<file path="config.mk">
export PLATFORM = sky130hd
export DESIGN_NAME = hfo_ctrl
export DESIGN_NICKNAME = d
export VERILOG_FILES = /design/src/logic/hfo_pkg.sv /design/src/logic/hfo_ctrl.sv /design/src/logic/hfo_postdiv.sv
export SDC_FILE = /design/constraint.sdc
export NUM_CORES = 1
export LEC_CHECK = 0
export BUFFER_PORTS_ARGS = -buffer_cell sky130_fd_sc_hd__buf_4
export CORE_ASPECT_RATIO = 0.5
export CORE_UTILIZATION = 48
export CTS_BUF_LIST = sky130_fd_sc_hd__clkbuf_16
export CTS_CLUSTER_DIAMETER = 120
export DETAILED_ROUTE_END_ITERATION = 7
export HOLD_SLACK_MARGIN = 0.08
export PLACE_DENSITY = 0.74
export SYNTH_ARGS = -nofsm -noshare
export SYNTH_HDL_FRONTEND = slang
export SYNTH_SLANG_ARGS = --single-unit
</file>
<file path="constraint.sdc">
create_clock -name mclk -period 2 [get_ports mclk]
set_clock_uncertainty 0.05 [all_clocks]
set_input_delay 0.2 -clock mclk [delete_from_list [all_inputs] [get_ports mclk]]
set_output_delay 0.2 -clock mclk [all_outputs]
set_load 0.02 [all_outputs]
</file>
<file path="src/logic/hfo_pkg.sv">
// Shared constants and types for the high-frequency oscillator control block
`default_nettype none
package hfo_pkg;
	// Special-function register addresses
	localparam logic [7:0] ADDR_CONTROL = 8'hb2;
	localparam logic [7:0] ADDR_CALIBRATION = 8'hb3;
	// Control register field positions
	localparam int CTRL_ENABLE_BIT = 7;
	localparam int CTRL_READY_BIT = 6;
	localparam int CTRL_SUSPEND_BIT = 5;
	localparam int CTRL_SYNC_BIT = 4;
	localparam int CTRL_DIV_LSB = 0;
	localparam int CAL_WIDTH = 7;
	// Reset values
	localparam logic CTRL_ENABLE_RST = 1'b1;
	localparam logic [1:0] CTRL_DIV_RST = 2'h0;
	// Trim value arbitrary; the real one comes from factory programming
	localparam logic [6:0] CAL_TRIM_RST = 7'h40;
	// Source select value that routes the scaled oscillator to the system clock
	localparam logic [1:0] SRC_HF_OSC = 2'h0;
	// Timing
	localparam int CLK_PERIOD_NS = 100;
	localparam int OSC_SETTLE_NS = 1000;
	localparam int OSC_SETTLE_CYC = (OSC_SETTLE_NS + CLK_PERIOD_NS - 1) / CLK_PERIOD_NS;
	localparam int SYNC_TIMER_TICKS = 3;
	typedef enum logic [1:0] {
		HFO_OFF,
		HFO_SETTLING,
		HFO_RUNNING,
		HFO_SUSPENDED
	} hfo_state_type;
endpackage
`default_nettype wire

</file>
<file path="src/logic/hfo_ctrl.sv">
// High-frequency oscillator control, post-scaler and suspend logic
//
// Contract
// - After reset the internal high-frequency oscillator clocks the system.
// - Calibration field resets to the factory trim for the nominal frequency; here reset loads the fixed CAL_TRIM_RST value 7'h40.
// - Post-scaler divides by 1, 2, 4 or 8; divide by 8 after reset.
// - Writing one to the suspend bit halts the oscillator, enters suspend.
// - Suspended with oscillator as source, core and peripheral clocks stop.
// - Wake on port 0 match, port 1 match, comparator low, timer 3 overflow.
// - On wake, oscillator, core and peripherals resume, interrupt enabled or not.
// - Core continues with the instruction after the write that suspended it.
// - Seven-bit calibration: all zeros fastest, all ones slowest period.
// - Calibration bit 7 reads zero; writes to it are ignored.
// - Enable bit turns the oscillator off when clear, on when set; set at reset.
// - Ready flag reads one only while running at programmed frequency.
// - Divider select 00 = /8, 01 = /4, 10 = /2, 11 = /1.
// - Sync busy reads one up to three timer clocks after a non-timer wake.
// - Source select 00 routes the scaled oscillator to the system clock.
`timescale 1ns/100ps
`default_nettype none
module hfo_ctrl (
	input wire logic mclk,
	input wire logic nrst,
	input wire logic [7:0] sfr_addr,
	input wire logic sfr_wr,
	input wire logic sfr_rd,
	input wire logic [7:0] sfr_wdata,
	input wire logic [1:0] system_clock_source_select,
	input wire logic port0_match,
	input wire logic port1_match,
	input wire logic cmp0_enable,
	input wire logic cmp0_out,
	input wire logic timer3_overflow,
	input wire logic wake_timer_clk,
	output logic [7:0] sfr_rdata_q,
	output logic hf_system_clock_tick,
	output logic core_clk_hold_q,
	output logic osc_run_q,
	output logic [6:0] osc_trim_q
);
	hfo_pkg::hfo_state_type state_q;
	logic hf_osc_enable_bit_q;
	logic [1:0] hf_post_divider_select_q;
	logic [6:0] hf_osc_calibration_q;
	logic wake_timer_sync_busy_q;
	logic [1:0] sync_ticks_q;
	logic [3:0] settle_q;
	logic [5:0] meta_q;
	logic [5:0] sync_q;
	logic tick_prev_q;
	logic wr_ctrl;
	logic wr_cal;
	logic suspended;
	logic ready;
	logic wake_any;
	logic wake_other;
	logic timer_tick;
	logic [7:0] ctrl_view;

	assign wr_ctrl = sfr_wr && sfr_addr == hfo_pkg::ADDR_CONTROL;
	assign wr_cal = sfr_wr && sfr_addr == hfo_pkg::ADDR_CALIBRATION;
	assign suspended = state_q == hfo_pkg::HFO_SUSPENDED;
	assign ready = state_q == hfo_pkg::HFO_RUNNING;

	// Wake sources and timer clock come from other domains; two flops each
	always_ff @(posedge mclk or negedge nrst)
	begin
		if (!nrst)
		begin
			meta_q <= 6'h00;
			sync_q <= 6'h00;
		end
		else
		begin
			meta_q <= {wake_timer_clk, port0_match, port1_match, cmp0_enable, cmp0_out, timer3_overflow};
			sync_q <= meta_q;
		end
	end

	// Comparator wakes only when enabled and its output is low
	// Enable and output are synced apart, so both should not change in one cycle
	assign wake_any = sync_q[4] || sync_q[3] || (sync_q[2] && !sync_q[1]) || sync_q[0];
	assign wake_other = sync_q[4] || sync_q[3] || (sync_q[2] && !sync_q[1]);
	assign timer_tick = sync_q[5] && !tick_prev_q;

	// Oscillator state; reset starts it running so the core has a clock at once
	always_ff @(posedge mclk or negedge nrst)
	begin
		if (!nrst)
		begin
			state_q <= hfo_pkg::HFO_RUNNING;
			settle_q <= 4'h0;
		end
		else
		begin
			case (state_q)
				hfo_pkg::HFO_OFF:
				begin
					if (wr_ctrl && sfr_wdata[hfo_pkg::CTRL_ENABLE_BIT])
					begin
						state_q <= hfo_pkg::HFO_SETTLING;
						settle_q <= 4'h0;
					end
				end
				hfo_pkg::HFO_SETTLING:
				begin
					if (wr_ctrl && !sfr_wdata[hfo_pkg::CTRL_ENABLE_BIT])
						state_q <= hfo_pkg::HFO_OFF;
					else if (settle_q == 4'(hfo_pkg::OSC_SETTLE_CYC - 1))
						state_q <= hfo_pkg::HFO_RUNNING;
					else
						settle_q <= settle_q + 4'h1;
				end
				hfo_pkg::HFO_RUNNING:
				begin
					if (wr_ctrl && !sfr_wdata[hfo_pkg::CTRL_ENABLE_BIT])
						state_q <= hfo_pkg::HFO_OFF;
					else if (wr_ctrl && sfr_wdata[hfo_pkg::CTRL_SUSPEND_BIT])
						state_q <= hfo_pkg::HFO_SUSPENDED;
				end
				hfo_pkg::HFO_SUSPENDED:
				begin
					// Interrupt enables play no part in waking
					// Clearing enable still wins, so ready never shows with enable clear
					if (wr_ctrl && !sfr_wdata[hfo_pkg::CTRL_ENABLE_BIT])
						state_q <= hfo_pkg::HFO_OFF;
					else if (wake_any)
					begin
						state_q <= hfo_pkg::HFO_SETTLING;
						settle_q <= 4'h0;
					end
				end
				default:
					state_q <= hfo_pkg::HFO_OFF;
			endcase
		end
	end

	// Software-owned fields
	always_ff @(posedge mclk or negedge nrst)
	begin
		if (!nrst)
		begin
			hf_osc_enable_bit_q <= hfo_pkg::CTRL_ENABLE_RST;
			hf_post_divider_select_q <= hfo_pkg::CTRL_DIV_RST;
			hf_osc_calibration_q <= hfo_pkg::CAL_TRIM_RST;
		end
		else
		begin
			if (wr_ctrl)
			begin
				hf_osc_enable_bit_q <= sfr_wdata[hfo_pkg::CTRL_ENABLE_BIT];
				hf_post_divider_select_q <= sfr_wdata[hfo_pkg::CTRL_DIV_LSB +: 2];
			end
			// Bit 7 has no storage
			if (wr_cal)
				hf_osc_calibration_q <= sfr_wdata[hfo_pkg::CAL_WIDTH-1:0];
		end
	end

	// Wake timer is unsafe for a few of its own clocks after a non-timer wake
	always_ff @(posedge mclk or negedge nrst)
	begin
		if (!nrst)
		begin
			wake_timer_sync_busy_q <= 1'b0;
			sync_ticks_q <= 2'h0;
			tick_prev_q <= 1'b0;
		end
		else
		begin
			tick_prev_q <= sync_q[5];
			if (suspended && wake_other)
			begin
				wake_timer_sync_busy_q <= 1'b1;
				sync_ticks_q <= 2'h0;
			end
			else if (wake_timer_sync_busy_q && timer_tick)
			begin
				if (sync_ticks_q == 2'(hfo_pkg::SYNC_TIMER_TICKS - 1))
					wake_timer_sync_busy_q <= 1'b0;
				sync_ticks_q <= sync_ticks_q + 2'h1;
			end
		end
	end

	// Core stays halted until the oscillator is back; no instruction is lost,
	// so execution picks up right after the suspending write
	always_ff @(posedge mclk or negedge nrst)
	begin
		if (!nrst)
		begin
			core_clk_hold_q <= 1'b0;
			osc_run_q <= 1'b1;
			osc_trim_q <= hfo_pkg::CAL_TRIM_RST;
		end
		else
		begin
			core_clk_hold_q <= !ready && system_clock_source_select == hfo_pkg::SRC_HF_OSC;
			osc_run_q <= state_q == hfo_pkg::HFO_SETTLING || ready;
			// Trim passed straight to the analogue cell: larger code, longer period
			osc_trim_q <= hf_osc_calibration_q;
		end
	end

	// Ticks only while running, so restart waits a full divided period
	hfo_postdiv u_postdiv (
		.mclk(mclk),
		.nrst(nrst),
		.run(ready),
		.div_sel(hf_post_divider_select_q),
		.tick_q(hf_system_clock_tick)
	);

	assign ctrl_view = {hf_osc_enable_bit_q, ready, suspended, wake_timer_sync_busy_q, 2'h0, hf_post_divider_select_q};

	// Read data one cycle after the strobe; unmapped reads return zero
	always_ff @(posedge mclk or negedge nrst)
	begin
		if (!nrst)
			sfr_rdata_q <= 8'h00;
		else if (sfr_rd && sfr_addr == hfo_pkg::ADDR_CONTROL)
			sfr_rdata_q <= ctrl_view;
		else if (sfr_rd && sfr_addr == hfo_pkg::ADDR_CALIBRATION)
			sfr_rdata_q <= {1'b0, hf_osc_calibration_q};
		else
			sfr_rdata_q <= 8'h00;
	end

	localparam int RESUME_MAX = hfo_pkg::OSC_SETTLE_CYC + 1;
endmodule
`default_nettype wire

</file>
<file path="src/logic/hfo_postdiv.sv">
// Glitch-free post-scaler producing one clock-enable pulse per divided period
`timescale 1ns/100ps
`default_nettype none
module hfo_postdiv (
	input wire logic mclk,
	input wire logic nrst,
	input wire logic run,
	input wire logic [1:0] div_sel,
	output logic tick_q
);
	logic [2:0] cnt_q;
	logic [3:0] len_q;
	logic [3:0] len_new;

	// 00 -> 8, 01 -> 4, 10 -> 2, 11 -> 1
	assign len_new = 4'h8 >> div_sel;

	// Length only changes at a period boundary, so no short pulse is ever made
	always_ff @(posedge mclk or negedge nrst)
	begin
		if (!nrst)
		begin
			cnt_q <= 3'h0;
			len_q <= 4'h8;
			tick_q <= 1'b0;
		end
		else if (!run)
		begin
			cnt_q <= 3'h0;
			len_q <= len_new;
			tick_q <= 1'b0;
		end
		else if ({1'b0, cnt_q} == len_q - 4'h1)
		begin
			cnt_q <= 3'h0;
			len_q <= len_new;
			tick_q <= 1'b1;
		end
		else
		begin
			cnt_q <= cnt_q + 3'h1;
			tick_q <= 1'b0;
		end
	end
endmodule
`default_nettype wire

</file>
==> impl_metrics.tcl <==
set metrics [dict create \
    status "complete, no violations" \
    yosysTopAreaCellShare 0.553 \
    fp.coreArea_um2 4510 \
    htreeDepth 3 \
    clockBufferDepth 2 \
    ys_ff_latch 57 \
    fin_area_um2 3260 \
    dr.pass1.iters 4 \
    cts_tree "yes" \
    drtAntennaViolNets 0 \
    hold_class "in -> reg" \
    grt_usage 0.202 \
    relSlewSlack 0.543 \
    synth_top_cell_by_area "dfrtp_1" \
    required_ns 2.15 \
    numCtsBuffers 9 \
    postSynthCellCount 182 \
    reg2reg_depth 6 \
    async_flop_share 1.00 \
    ys.flop_type "dfrtp_1" \
    cp_top_family "flip-flops" \
    hp-start "sfr_addr[0]" \
    place_area_um2 2740 \
    startpoint "state_q[1]" \
    drive_above_1_share 0.344 \
    slew_violations 0 \
    route.final.wire_length_mm 4.61 \
    crit_slowest_cell "dfstp_2" \
    yosysSeqAreaShare 0.621 \
    r2r_start "state_q[1]" \
    critPathKind "reg -> reg" \
    crit_path_max_incr_delay_ns 0.56 \
    drc_errors 0 \
    pin_count 46 \
    core.rowCount 17 \
    grt_max_degree 58 \
    fp.dieW_um 100 \
    worstSetupEndpointType "flop" \
    grt_pass1_wl_mm 7.45 \
    drtIter0Drc 76 \
    synth.cell_area_um2 2310 \
    timing_worst_slew_pin_value_ns 0.685 \
    cts_root_buffer "clkbuf_16" \
    vias 1612 \
    r2r_end "state_q[0]" \
    power.density_nw_per_um2 1140 \
    dp.cells 292 \
    holdPathEnd "sfr_rdata_q[3]" \
    hpwl_mm 2.98 \
    final_nets 294 \
    post-route-period-util 0.965 \
    finalHoldViolations 0 \
    wire_per_inst_um 14.0 \
    maxCapViolations 0 \
    cp.arrival_ns 2.08 \
    synth_edf_count 0 \
    n_fill_cell 298 \
    synth_cell_type_count 38 \
    dieArea_um2 5110 \
    path_cells "inv_1, ha_1, a32oi_1, a31oi_1, o21ai_1, mux2_2" \
    viasPerCell 4.91 \
    clock_latency_ns 0.31 \
    crit_buf_inv 1 \
    die_height_um 51.1 \
    grt_antenna_before_repair 0 \
    leakagePower_nw 1.64 \
    r2r_setup_slack_ns 0.07 \
    rsz0062_at_grt "true" \
    routabilityCongestion 0.876 \
    area_growth_pct 41.0 \
    finalNonFillerCells 328 \
    min_period_ns 1.93 \
    synth_warnings 0 \
    port_buffers 45 \
    ys_top_cells_by_area "dfrtp_1 (55%), dfstp_2 (6.8%), mux2_2 (6.3%), ha_1 (4.9%), nor2_1 (2.9%)" \
    start_kind "flop" \
    fin_ws_ns 0.0700 \
    finalPower_w 0.00372 \
    hold_depth 2 \
    grt-ovfl-total 0 \
    pre_cts_slack_ns -0.0105 \
    syn-num-nets 219 \
    cts.reportedPaths.clkPinSlew_ns 0.05 \
    vdd_drop_max_mv 0.670 \
    grt_pass1_vias 1621 \
    num_antenna_cells 0 \
    finish.utilization 0.722 \
    initial_core_util 0.512 \
    setup_viol 0 \
    fmax_mhz 518 \
    clock_sinks 57 \
    path_max_fanout 4 \
    syn_avg_cell_area_um2 12.7 \
]
[cell usage after synthesis (all sizes together), types with 4 or more instances]
master	n
nand3	5
a21oi	4
nand2	7
ha	9
mux2	13
nand2b	4
dfrtp	51
inv	10
nor2	18
nor3	4
nor2b	4
dfstp	6
o21ai	5
and3	4
mux2i	6
[cell families after synthesis]
| family | Yosys count | share of synthesized area |
|---|---|---|
| compound gates | 21 | 0.0607 |
| xor+xnor | 5 | 0.0190 |
| fa+ha+maj | 9 | 0.0488 |
| buf+inv | 14 | 0.0238 |
| flops | 57 | 0.621 |
| mux | 19 | 0.0894 |
| simple gates | 57 | 0.138 |
[where the power goes]
| part | switching, W | internal [W] | total [W] | leakage (nW) |
|---|---|---|---|---|
| clock network | 0.000464 | 0.00106 | 0.00153 | 0.158 |
| registers | 0.0000950 | 0.00130 | 0.00140 | 0.729 |
| logic | 0.000410 | 0.000384 | 0.000794 | 0.752 |
| total | 0.000968 | 0.00275 | 0.00372 | 1.64 |
[metal layers]
| layer | vias up | share of wire | track usage |
|---|---|---|---|
| li1 | 782 | - | - |
| met1 | 791 | 0.43 | 0.224 |
| met2 | 35 | 0.53 | 0.362 |
| met3 | 4 | 0.029 | 0.0780 |
| met4 | 0 | 0.0061 | 0.0725 |
| met5 | - | 0 | 0 |
[what timing repair did]
| item | in CTS | in global routing |
|---|---|---|
| buffers inserted | 0 | 4 |
| setup endpoints to repair | 2 | 10 |
| resized for setup | 1 | 5 |
| hold endpoints to repair | 65 | 1 |
| hold buffers | 15 | 1 |
| pin swaps | 2 | 4 |
[through the flow]
stage                     TNS, ns  hold WS (ns)
after floorplan                 0        -0.146
after global routing      -0.0879         0.192
after CTS                       0        0.0801
after global placement          0         0.236
after detailed placement  -0.0105         0.240
final                           0         0.201
[worst max-delay path by stage]
stage                     slack, ns                  to  cells after the start
after floorplan                0.08          state_q[0]                      7
after global placement         0.04  u_postdiv.len_q[2]                      7
after detailed placement      -0.01  u_postdiv.len_q[2]                      7
after CTS                     0.006  u_postdiv.len_q[2]                      7
after global routing          -0.04  u_postdiv.len_q[1]                      8
final                          0.07          state_q[0]                      6
[cells in the final DEF, fill, tap and decap left out, types with 4 or more instances in the layout]
master | netlist | layout
mux2_2 | 13 | 13
buf_4 | 0 | 52
mux2i_1 | 6 | 6
clkbuf_16 | 0 | 9
nand2b_1 | 4 | 4
nand2_1 | 7 | 7
inv_1 | 10 | 13
dfrtp_1 | 51 | 51
nor2_1 | 18 | 18
and3_1 | 4 | 4
dfstp_2 | 6 | 6
nand3_1 | 4 | 4
nor3_1 | 4 | 4
a21oi_1 | 4 | 4
ha_1 | 9 | 7
dlygate4sd3_1 | 0 | 16
[area by class of cell]
cell class                 count  area (um2)  area share
inverter                      10        37.5      0.0115
multi-input combinational    111         847       0.260
sequential                    57        1430       0.440
clock inverter                 7        78.8      0.0242
clock buffer                   9         225      0.0692
timing repair buffer          68         551       0.169
tap                           66        82.6      0.0254
[sequential cells by signal, indices dropped and copies added (netlist names)]
signal and count:
sync_q 6, tick_prev_q 1, sync_ticks_q 2, hf_post_divider_select_q 2, meta_q 6, u_postdiv.len_q 4, core_clk_hold_q 1, sfr_rdata_q 8
settle_q 4, osc_trim_q 7, wake_timer_sync_busy_q 1, hf_osc_enable_bit_q 1, state_q 2, osc_run_q 1, hf_osc_calibration_q 7, u_postdiv.tick_q 1
u_postdiv.cnt_q 3
(Power assumes the default switching activity.)
